[config.mk]
export PLATFORM = sky130hd
export DESIGN_NAME = near_speed_status
export DESIGN_NICKNAME = d
export VERILOG_FILES = /design/src/shared/near_limit_pkg.sv /design/src/shared/cap_if.sv /design/src/near_speed_status.sv /design/src/cap_select.sv
export SDC_FILE = /design/constraint.sdc
export NUM_CORES = 1
export LEC_CHECK = 0
export BUFFER_PORTS_ARGS = -buffer_cell sky130_fd_sc_hd__buf_2
export CAP_MARGIN = 20
export CORE_MARGIN = 3
export CORE_UTILIZATION = 50
export CTS_CLUSTER_SIZE = 40
export DETAILED_ROUTE_END_ITERATION = 6
export GPL_TIMING_DRIVEN = 0
export HOLD_SLACK_MARGIN = 0.02
export PLACE_DENSITY = 0.8
export SLEW_MARGIN = 20
export SYNTH_ARGS = -nofsm -noshare
export SYNTH_HDL_FRONTEND = slang
export SYNTH_SLANG_ARGS = --single-unit
[constraint.sdc]
create_clock -name ref_clk -period 3.13 [get_ports ref_clk]
set_input_delay 0.313 -clock ref_clk [delete_from_list [all_inputs] [get_ports ref_clk]]
set_output_delay 0.313 -clock ref_clk [all_outputs]
set_load 0.1 [all_outputs]
[src/shared/near_limit_pkg.sv]
// Package: constants and types for the near and speed limit status block
`default_nettype none
package near_limit_pkg;
	localparam int POS_W = 32;
	localparam int SPD_W = 16;
	localparam logic [30:0] NEAR_WIDTH_MAX = 31'h40000000;
	localparam logic [30:0] NEAR_WIDTH_RST = 31'h40000000;
	localparam logic [15:0] CAP_SETTING_MAX = 16'h2710;
	localparam logic [15:0] CAP_SETTING_RST = 16'h2710;
	localparam logic LIMIT_SRC_INTERNAL = 1'h0;
	localparam logic LIMIT_SRC_HOST = 1'h1;
	localparam logic CAP_REF_MOTOR_MAX = 1'h0;
	localparam logic CAP_REF_OVERSPEED = 1'h1;
	localparam int SYNC_STAGES = 3;
	typedef enum logic [1:0] {
		LIM_IDLE = 2'h0,
		LIM_ACTIVE = 2'h1
	} lim_state_t;
endpackage : near_limit_pkg
`default_nettype wire

[src/shared/cap_if.sv]
// Interface: speed cap candidates and resolved cap between main and cap selector
`default_nettype none
interface cap_if;
	logic [15:0] motor_max;
	logic [15:0] overspeed;
	logic [15:0] cap_setting;
	logic [15:0] host_cap;
	logic src_sel;
	logic ref_sel;
	logic [15:0] cap;
	modport main (output motor_max, output overspeed, output cap_setting, output host_cap,
		output src_sel, output ref_sel, input cap);
	modport sel (input motor_max, input overspeed, input cap_setting, input host_cap,
		input src_sel, input ref_sel, output cap);
endinterface : cap_if
`default_nettype wire

[src/near_speed_status.sv]
// Positioning near flag and torque-mode speed limit status
// Notes on behaviour
// - Near flag when error below near width
// - Near flag drives pin only when assigned
// - Limit output active while cap is applied
// - Limit flag drives pin only when assigned
// - Torque mode speed is bounded by cap
// - Source select latched at restart: internal/host
// - Internal cap setting 0..10000, immediate
// - Reference select latched at restart: max/overspeed
// - Setting above motor max uses reference
// - Host cap honoured in external mode
`default_nettype none
module near_speed_status #(
	parameter int POS_W = near_limit_pkg::POS_W
) (
	// Clock and reset
	input wire logic ref_clk,
	input wire logic nrst,
	input wire logic clk_en,
	// Position tracking
	input wire logic [POS_W-1:0] ref_count,
	input wire logic [POS_W-1:0] travel_count,
	input wire logic [30:0] near_width_setting,
	input wire logic near_output_assignment,
	// Speed limit configuration
	input wire logic torque_mode,
	input wire logic limit_source_select,
	input wire logic cap_reference_select,
	input wire logic limit_output_assignment,
	input wire logic [15:0] torque_mode_speed_cap,
	input wire logic [15:0] host_speed_cap,
	input wire logic [15:0] motor_max_speed,
	input wire logic [15:0] overspeed_level,
	// Motor speed and torque command
	input wire logic [15:0] motor_speed,
	input wire logic torque_cmd_in,
	// Status outputs
	output logic near_flag,
	output logic near_out,
	output logic speed_limit_active,
	output logic limit_out,
	output logic [15:0] applied_cap,
	output logic torque_enable
);
	////////////////////////////////////////////////////////////////////////
	// Reset release through two flops
	logic [1:0] rst_sync_ff;
	logic rst_n;

	always_ff @(posedge ref_clk or negedge nrst) begin
		if (!nrst) begin
			rst_sync_ff <= 2'h0;
		end else begin
			rst_sync_ff <= {rst_sync_ff[0], 1'h1};
		end
	end
	assign rst_n = rst_sync_ff[1];

	////////////////////////////////////////////////////////////////////////
	// Restart-time selects caught once after reset release
	logic src_sel_ff;
	logic ref_sel_ff;
	logic latched_ff;

	always_ff @(posedge ref_clk or negedge rst_n) begin
		if (!rst_n) begin
			src_sel_ff <= near_limit_pkg::LIMIT_SRC_INTERNAL;
			ref_sel_ff <= near_limit_pkg::CAP_REF_MOTOR_MAX;
			latched_ff <= 1'h0;
		end else if (clk_en && !latched_ff) begin
			src_sel_ff <= limit_source_select;
			ref_sel_ff <= cap_reference_select;
			latched_ff <= 1'h1;
		end
	end

	////////////////////////////////////////////////////////////////////////
	// Near detection
	logic signed [POS_W:0] pos_err;
	logic [POS_W:0] abs_err;
	logic [POS_W:0] width_ext;
	logic [POS_W:0] width_clamped;
	logic nxt_near;
	logic near_ff;

	always_comb begin
		pos_err = $signed({ref_count[POS_W-1], ref_count}) - $signed({travel_count[POS_W-1], travel_count});
		abs_err = pos_err[POS_W] ? (POS_W+1)'(-pos_err) : pos_err;
		width_ext = (POS_W+1)'(near_width_setting);
		// Out-of-range setting clamped to the top of the range
		width_clamped = (near_width_setting > near_limit_pkg::NEAR_WIDTH_MAX) ?
			(POS_W+1)'(near_limit_pkg::NEAR_WIDTH_MAX) : width_ext;
		nxt_near = abs_err < width_clamped;
	end

	always_ff @(posedge ref_clk or negedge rst_n) begin
		if (!rst_n) begin
			near_ff <= 1'h0;
		end else if (clk_en) begin
			near_ff <= nxt_near;
		end
	end

	always_ff @(posedge ref_clk or negedge rst_n) begin
		if (!rst_n) begin
			near_out <= 1'h0;
		end else if (clk_en) begin
			near_out <= nxt_near & near_output_assignment;
		end
	end
	assign near_flag = near_ff;

	////////////////////////////////////////////////////////////////////////
	// Cap selection
	cap_if cif ();
	logic [15:0] setting_clamped;

	// Setting above its range behaves as range top
	assign setting_clamped = (torque_mode_speed_cap > near_limit_pkg::CAP_SETTING_MAX) ?
		near_limit_pkg::CAP_SETTING_MAX : torque_mode_speed_cap;
	assign cif.motor_max = motor_max_speed;
	assign cif.overspeed = overspeed_level;
	assign cif.cap_setting = setting_clamped;
	assign cif.host_cap = host_speed_cap;
	assign cif.src_sel = src_sel_ff;
	assign cif.ref_sel = ref_sel_ff;

	cap_select u_cap_select (
		.ref_clk(ref_clk),
		.rst_n(rst_n),
		.clk_en(clk_en),
		.cif(cif.sel)
	);
	assign applied_cap = cif.cap;

	////////////////////////////////////////////////////////////////////////
	// Limit state: speed at or over cap in torque mode
	near_limit_pkg::lim_state_t state_ff;
	near_limit_pkg::lim_state_t nxt_state;
	logic at_cap;

	assign at_cap = torque_mode && (motor_speed >= cif.cap);

	always_comb begin
		case (state_ff)
			near_limit_pkg::LIM_IDLE: begin
				nxt_state = at_cap ? near_limit_pkg::LIM_ACTIVE : near_limit_pkg::LIM_IDLE;
			end
			near_limit_pkg::LIM_ACTIVE: begin
				nxt_state = at_cap ? near_limit_pkg::LIM_ACTIVE : near_limit_pkg::LIM_IDLE;
			end
			default: begin
				nxt_state = near_limit_pkg::LIM_IDLE;
			end
		endcase
	end

	always_ff @(posedge ref_clk or negedge rst_n) begin
		if (!rst_n) begin
			state_ff <= near_limit_pkg::LIM_IDLE;
		end else if (clk_en) begin
			state_ff <= nxt_state;
		end
	end

	always_ff @(posedge ref_clk or negedge rst_n) begin
		if (!rst_n) begin
			limit_out <= 1'h0;
		end else if (clk_en) begin
			limit_out <= (nxt_state == near_limit_pkg::LIM_ACTIVE) & limit_output_assignment;
		end
	end
	assign speed_limit_active = (state_ff == near_limit_pkg::LIM_ACTIVE);

	////////////////////////////////////////////////////////////////////////
	// Torque gate: drive torque withheld while speed is at cap
	// Simple bang-bang bound; real loop would taper torque instead
	assign torque_enable = torque_cmd_in & ~(torque_mode & at_cap);
endmodule : near_speed_status
`default_nettype wire

[src/cap_select.sv]
// Speed cap selector with registered result
`default_nettype none
module cap_select (
	// Clock and reset
	input wire logic ref_clk,
	input wire logic rst_n,
	input wire logic clk_en,
	// Cap candidates
	cap_if.sel cif
);
	////////////////////////////////////////////////////////////////////////
	function automatic logic [15:0] min16(input logic [15:0] a, input logic [15:0] b);
		min16 = (a < b) ? a : b;
	endfunction : min16

	logic [15:0] ref_spd;
	logic [15:0] internal_cap;
	logic [15:0] nxt_cap;
	logic [15:0] cap_ff;

	always_comb begin
		ref_spd = (cif.ref_sel == near_limit_pkg::CAP_REF_OVERSPEED) ? cif.overspeed : cif.motor_max;
		// Setting above motor maximum falls back to chosen reference
		if (cif.cap_setting > cif.motor_max) begin
			internal_cap = ref_spd;
		end else begin
			internal_cap = min16(ref_spd, cif.cap_setting);
		end
		nxt_cap = (cif.src_sel == near_limit_pkg::LIMIT_SRC_HOST) ? cif.host_cap : internal_cap;
	end

	always_ff @(posedge ref_clk or negedge rst_n) begin
		if (!rst_n) begin
			cap_ff <= near_limit_pkg::CAP_SETTING_RST;
		end else if (clk_en) begin
			cap_ff <= nxt_cap;
		end
	end

	assign cif.cap = cap_ff;
endmodule : cap_select
`default_nettype wire

==> metrics.cfg, run 1 <==
[global_routing]
grt_remaining_overflow=0
grt_pass1_vias=7223
grt_max_degree=24
antenna_found_initial=2
grt_use_total=0.2747
grt_first_pass_wirelength_um=33270

[sta]
setup_violations=18
finClkSkew_ps=6.610
post-route-min-period_ps=4874
tightestPinTransition_ps=951.2
timing.hold.ws_ps=258.0
fin_ws_ps=-1744
layout_worst_path_cycle_share=1.557
rsz0062_at_grt=yes
relSlewSlack=0.3659
slew_violations=0
hold_viol=0
max_freq_mhz=205.2

[synth]
synthArstFlopShare=1.000
synth_edf_count=0
syn-cell-area_um2=6447
syn-instance-count=888
ys_seq_area_frac=0.09800
syn_avg_cell_area_um2=7.261
synth-seq-cells=25
synth_cell_types=79
ys_warn_count=0
ys.flop_type=dfrtp_1

[die]
initial_core_util=0.5237
dieArea_um2=14290
coreArea_um2=12310
chipWidth_um=119.6
die_h_um=119.6
io_pins=205
fp-row-count=40

[placement]
dpl.hpwl_um=16670
gp_congestion=0.9687
port_buffers=204
postPlaceCellArea_um2=7846

[final_layout]
layout_common_cells=buf_2 (204), ha_1 (105), inv_1 (95), nand2_1 (89), nor2_1 (56)
seq_area_um2=635.6
n_fill_cell=994
multi_input_area_um2=5979
syn_to_final_growth_pct=38.50
drive_gt1_frac=0.3453
finish.instance_area_um2=8930
layout_commonest_cell=buf_2
final_nets=1434

[setup_path]
critPathArrivalTime_ps=5070
slowest_stage=or4b_4
worstPathRequired_ps=3330
cp_top_family=simple AND/OR/NAND/NOR gates
critPathKind=input pin to register
crit_cells=25
end_kind=register
crit_start=travel_count[11]
rr_worst_depth=14
r2r_setup_slack_ps=-450
startpoint_type=input pin
crit_end=near_out
r2r-end=u_cap_select.cif.cap[6]
r2r_start=cif.ref_sel
crit_fanout=9
path_buf_inv=4
critPathMaxStageDelay_ps=560

[clock_network]
root_buffer=clkbuf_16
cts_tree=built
cts_buffer_depth=2
cts_buffers=3
clk_latency_ps=260
clock_sinks=25
clkSlewWorstSetupHoldPaths_ps=70
h-tree-depth=1

[power]
finalPower_mw=3.272
power_density_nw_per_um2=366.5
vdd_drop_max_v=0.0002216
power.leakage_nw=4.396

[detailed_routing]
postRouteWirelength_um=21380
drt_pre_antenna_iters=6
vias_per_cell=5.823
drcViolationCount=0
dr_total_vias=7616
drt_iter0_drc=711
wl_per_cell_um=16.35
postRouteAntennaNets=0

[hold_path]
min_path_type=input pin to register
hp-start=limit_source_select

[outcome]
violations=negative setup slack
status=finished with violations

[run]
maxCapViolCount=0

-- flip-flops by register name, indices dropped and copies added, names as in the netlist --
signal / count
state_ff: 1
rst_sync_ff: 2
near_out: 1
latched_ff: 1
limit_out: 1
near_flag: 1
cif.ref_sel: 1
cif.src_sel: 1
u_cap_select.cif.cap: 16
-- cell families (layout without fill, tap and decap cells) --
group | count (synthesis) | count (layout) | share of synthesized area
fa+ha+maj | 111 | 111 | 0.2166
buf+inv | 132 | 379 | 0.08403
mux | 19 | 19 | 0.02988
compound gates | 262 | 262 | 0.2798
simple gates | 294 | 294 | 0.2321
xor+xnor | 43 | 43 | 0.05841
flops | 25 | 25 | 0.09800
other cells | 2 | 7 | 0.001165
-- through the flow --
stage	TNS, ps	setup slack [ps]	instances	util
finish	-9839	-1744	1308	0.7253
global route	-12630	-1961	1308	0.7253
CTS	-8659	-1699	1293	0.6974
detailed placement	-18710	-2576	1263	0.6373
global placement	-17830	-2547	1263	0.6373
floorplan	-7448	-1741	891	-
-- power breakdown --
group | total, mW | internal (mW) | leakage [nW] | switching [mW]
Combinational | 2.56 | 0.999 | 4.06 | 1.56
Sequential | 0.433 | 0.389 | 0.293 | 0.0436
Clock | 0.282 | 0.172 | 0.0409 | 0.110
-- worst min-delay path by stage --
stage                     endpoint  slack, ps  cells after the start
detailed placement  rst_sync_ff[1]        100                      1
floorplan           rst_sync_ff[0]         20                      0
finish                 cif.src_sel        260                      3
global route           cif.src_sel        290                      3
global placement    rst_sync_ff[1]        100                      1
CTS                    cif.src_sel        260                      3
-- synthesized netlist by cell type (4+ instances only) --
| cell type | count | area, µm² |
|---|---|---|
| a21o_1 | 23 | 172.7 |
| dfrtp_1 | 20 | 500.5 |
| nand2_1 | 90 | 337.8 |
| nor2b_1 | 9 | 56.30 |
| o21ai_0 | 57 | 285.3 |
| nor4_1 | 11 | 68.82 |
| o21a_1 | 8 | 60.06 |
| o221ai_1 | 14 | 122.6 |
| nor3_1 | 16 | 80.08 |
| inv_1 | 99 | 371.6 |
| xnor2_1 | 27 | 236.5 |
| or2_2 | 5 | 31.28 |
| and4_1 | 5 | 43.79 |
| o31ai_1 | 9 | 67.56 |
| mux2i_1 | 17 | 170.2 |
| a31oi_1 | 12 | 75.07 |
| o21bai_1 | 4 | 30.03 |
| xor2_1 | 16 | 140.1 |
| nand4_1 | 18 | 112.6 |
| ha_1 | 110 | 1376 |
| nor2_1 | 57 | 214.0 |
| dfstp_2 | 5 | 131.4 |
| o211ai_1 | 7 | 52.55 |
| a21oi_2 | 4 | 35.03 |
| nand2b_1 | 13 | 81.33 |
| clkbuf_1 | 17 | 63.81 |
| nand3_1 | 27 | 135.1 |
| a211oi_1 | 14 | 105.1 |
| and2_1 | 11 | 68.82 |
| a21oi_1 | 60 | 300.3 |
| and3_1 | 7 | 43.79 |
| a41oi_1 | 4 | 35.03 |
| or3_1 | 5 | 31.28 |
| o21ai_1 | 5 | 25.02 |
| buf_2 | 10 | 50.05 |
-- worst min-delay path, stage by stage --
cell,delay [ps]
buf_2,80
nand2_1,30
o21ai_0,60
-- layout make-up --
cell class | count | area share
multi-input cells | 734 | 0.6696
flip-flops and latches | 25 | 0.07118
well taps | 168 | 0.02354
diodes | 2 | 0.0005605
inverters | 99 | 0.04274
clock inverters | 1 | 0.0005605
plain buffers | 33 | 0.02354
clock buffers | 3 | 0.008407
repair buffers | 243 | 0.1599
-- timing repair --
| action | 4_1_cts | 5_1_grt |
|---|---|---|
| buffers inserted | 24 | 15 |
| hold endpoints to repair | 2 | 0 |
| hold buffers | 1 | 0 |
| pin swaps | 43 | 43 |
| resized for setup | 84 | 49 |
| endpoints found under the setup margin | 19 | 19 |
| gates cloned | 1 | 0 |
-- routing by layer --
layer	routed length (µm)	vias up	global-route usage
met4	550	0	0.06657
met1	9284	3494	0.3750
met2	10020	313	0.4665
met3	1530	46	0.02828
met5	0	-	0
li1	-	3763	-
Note: power is estimated with default switching activity, not from simulation.
==> run 2: changes to the inputs <==
- RECOVER_POWER: default -> 25
==> run 2 against run 1 <==
Against the previous run:
- the run still ends with negative setup slack left
- via count rose by 0.18%
- maximum frequency fell by 0.10%
- die area did not move
- sequential power barely moved
- critical path depth did not move
- register-to-register slack barely moved
==> metrics.cfg, run 2 (synthesis results as in run 1) <==
[outcome]
status=finished with violations  ; unchanged
violations=negative setup slack  ; unchanged

[sta]
max_freq_mhz=205.0  ; was 205.2 MHz
setup_violations=18  ; unchanged
layout_worst_path_cycle_share=1.559  ; was 1.557
tightestPinTransition_ps=951.2  ; about the same
slew_violations=0  ; unchanged
post-route-min-period_ps=4879  ; was 4874 ps
rsz0062_at_grt=yes  ; unchanged
finClkSkew_ps=6.473  ; was 6.610 ps
relSlewSlack=0.3659  ; about the same
tns_ps=-9887  ; was -9839 ps
fin_ws_ps=-1749  ; was -1744 ps
hold_viol=0  ; unchanged
timing.hold.ws_ps=258.2  ; was 258.0 ps

[placement]
gp_congestion=0.9687  ; unchanged
port_buffers=204  ; unchanged
dpl.hpwl_um=16670  ; unchanged
pre_cts_slack_ps=-2576  ; unchanged
dp_cells=1263  ; unchanged

[clock_network]
root_buffer=clkbuf_16  ; unchanged
h-tree-depth=1  ; unchanged
clkSlewWorstSetupHoldPaths_ps=70  ; about the same
cts_tree=built  ; unchanged
cts_buffers=3  ; unchanged
clock_sinks=25  ; unchanged
cts_buffer_depth=2  ; unchanged
clk_latency_ps=260  ; about the same

[power]
vdd_drop_max_v=0.0002211  ; was 0.0002216 V
power_density_nw_per_um2=366.5  ; about the same
power.leakage_nw=4.393  ; was 4.396 nW

[final_layout]
layout_common_cells=buf_2 (203), ha_1 (105), inv_1 (95), nand2_1 (89), nor2_1 (56)  ; was buf_2 (204), ha_1 (105), inv_1 (95), nand2_1 (89), nor2_1 (56)
drive_gt1_frac=0.3445  ; was 0.3453
largest_reg_flops=16  ; unchanged
layout_commonest_cell=buf_2  ; unchanged
final_nets=1434  ; unchanged
final-instance-count-excl-fill=1308  ; unchanged
n_fill_cell=995  ; was 994
utilization=0.7252  ; was 0.7253
syn_to_final_growth_pct=38.48  ; was 38.50%

[run]
maxCapViolCount=0  ; unchanged

[die]
io_pins=205  ; unchanged
coreArea_um2=12310  ; unchanged
initial_core_util=0.5237  ; unchanged
dieArea_um2=14290  ; unchanged
fp-row-count=40  ; unchanged
die_h_um=119.6  ; unchanged
chipWidth_um=119.6  ; unchanged

[global_routing]
grt_pass1_vias=7223  ; unchanged
grt_max_degree=24  ; unchanged
antenna_found_initial=2  ; unchanged
grt_remaining_overflow=0  ; unchanged
grt_first_pass_wirelength_um=33270  ; unchanged
grt_use_total=0.2747  ; unchanged

[detailed_routing]
postRouteWirelength_um=21390  ; was 21380 µm
dr_total_vias=7630  ; was 7616
drcViolationCount=0  ; unchanged
drt_pre_antenna_iters=6  ; unchanged
vias_per_cell=5.833  ; was 5.823
wl_per_cell_um=16.35  ; about the same
postRouteAntennaNets=0  ; unchanged
drt_iter0_drc=711  ; unchanged

[setup_path]
crit_fanout=9  ; unchanged
worstPathRequired_ps=3330  ; about the same
startpoint_type=input pin  ; unchanged
end_kind=register  ; unchanged
r2r_setup_slack_ps=-440  ; was -450 ps
critPathArrivalTime_ps=5080  ; was 5070 ps
critPathKind=input pin to register  ; unchanged

[hold_path]
min_path_type=input pin to register  ; unchanged

-- run 2: cell types whose count changed in the layout (fill, tap and decap cells not counted) --
cell	previous run	this run
buf_2	204	203
clkbuf_1	14	15
-- run 2: per-stage QoR --
step	instance area (µm²)	total power, mW
floorplan	6615	2.088
global placement	7846	2.559
detailed placement	7846	2.599
CTS	8586	3.118
global route	8929	3.526
finish	8929	3.272
-- run 2: path summary, 6_finish.rpt --
kind                                startpoint  cells after the start                       to
min                        limit_source_select                      3              cif.src_sel
min reg2reg                     rst_sync_ff[0]                      0           rst_sync_ff[1]
max reg2reg                        cif.ref_sel                     14  u_cap_select.cif.cap[6]
max in group asynchronous       rst_sync_ff[1]                      0  u_cap_select.cif.cap[2]
min in group asynchronous                 nrst                      2           rst_sync_ff[0]
max                           travel_count[11]                     25                 near_out
-- run 2: what timing repair did --
item | CTS | global route
setup buffers | 24 | 15
endpoints found under the hold margin | 2 | 0
hold buffers | 1 | 0
pin swaps | 43 | 43
cloned | 1 | 0
endpoints found under the setup margin | 19 | 19
resized for setup | 84 | 49
-- run 2: metal layers --
metal  share of wire  wire length (µm)  global-route usage  vias up
li1                -                 -                   -     3762
met1            0.43              9302              0.3750     3505
met2            0.47             10030              0.4665      317
met3           0.071              1513             0.02828       46
met4           0.026               550             0.06657        0
met5               0                 0                   0        -
-- run 2: area by class of cell --
class,count,area (µm²),area share
multi-input cells,734,5979,0.6697
repair buffers,243,1426,0.1598
well taps,168,210.2,0.02354
diodes,2,5.005,0.0005605
inverters,99,381.6,0.04274
flip-flops and latches,25,635.6,0.07119
plain buffers,33,210.2,0.02354
clock buffers,3,75.07,0.008408
clock inverters,1,5.005,0.0005605
-- run 2: worst max-delay path, cell delays in order --
cell,delay (ps)
buf_2,70
inv_1,30
ha_1,250
buf_2,190
and4_1,260
o2111ai_2,170
a211o_1,330
a21boi_1,210
nor2_1,90
xor2_1,300
nand4b_1,150
buf_4,180
nor3b_4,230
a21oi_2,80
xor2_1,180
ha_1,300
a21o_1,160
a21o_1,190
a21oi_2,130
nor2b_1,60
o21ai_1,110
nand4b_1,110
or4b_4,560
nor4b_2,280
a221o_1,130
-- run 2: power by group --
part           internal (mW)  total, mW  leakage (nW)  switching, mW
Sequential             0.389      0.433         0.293         0.0436
Clock                  0.172      0.282        0.0409          0.110
Combinational          0.999       2.56          4.06           1.56
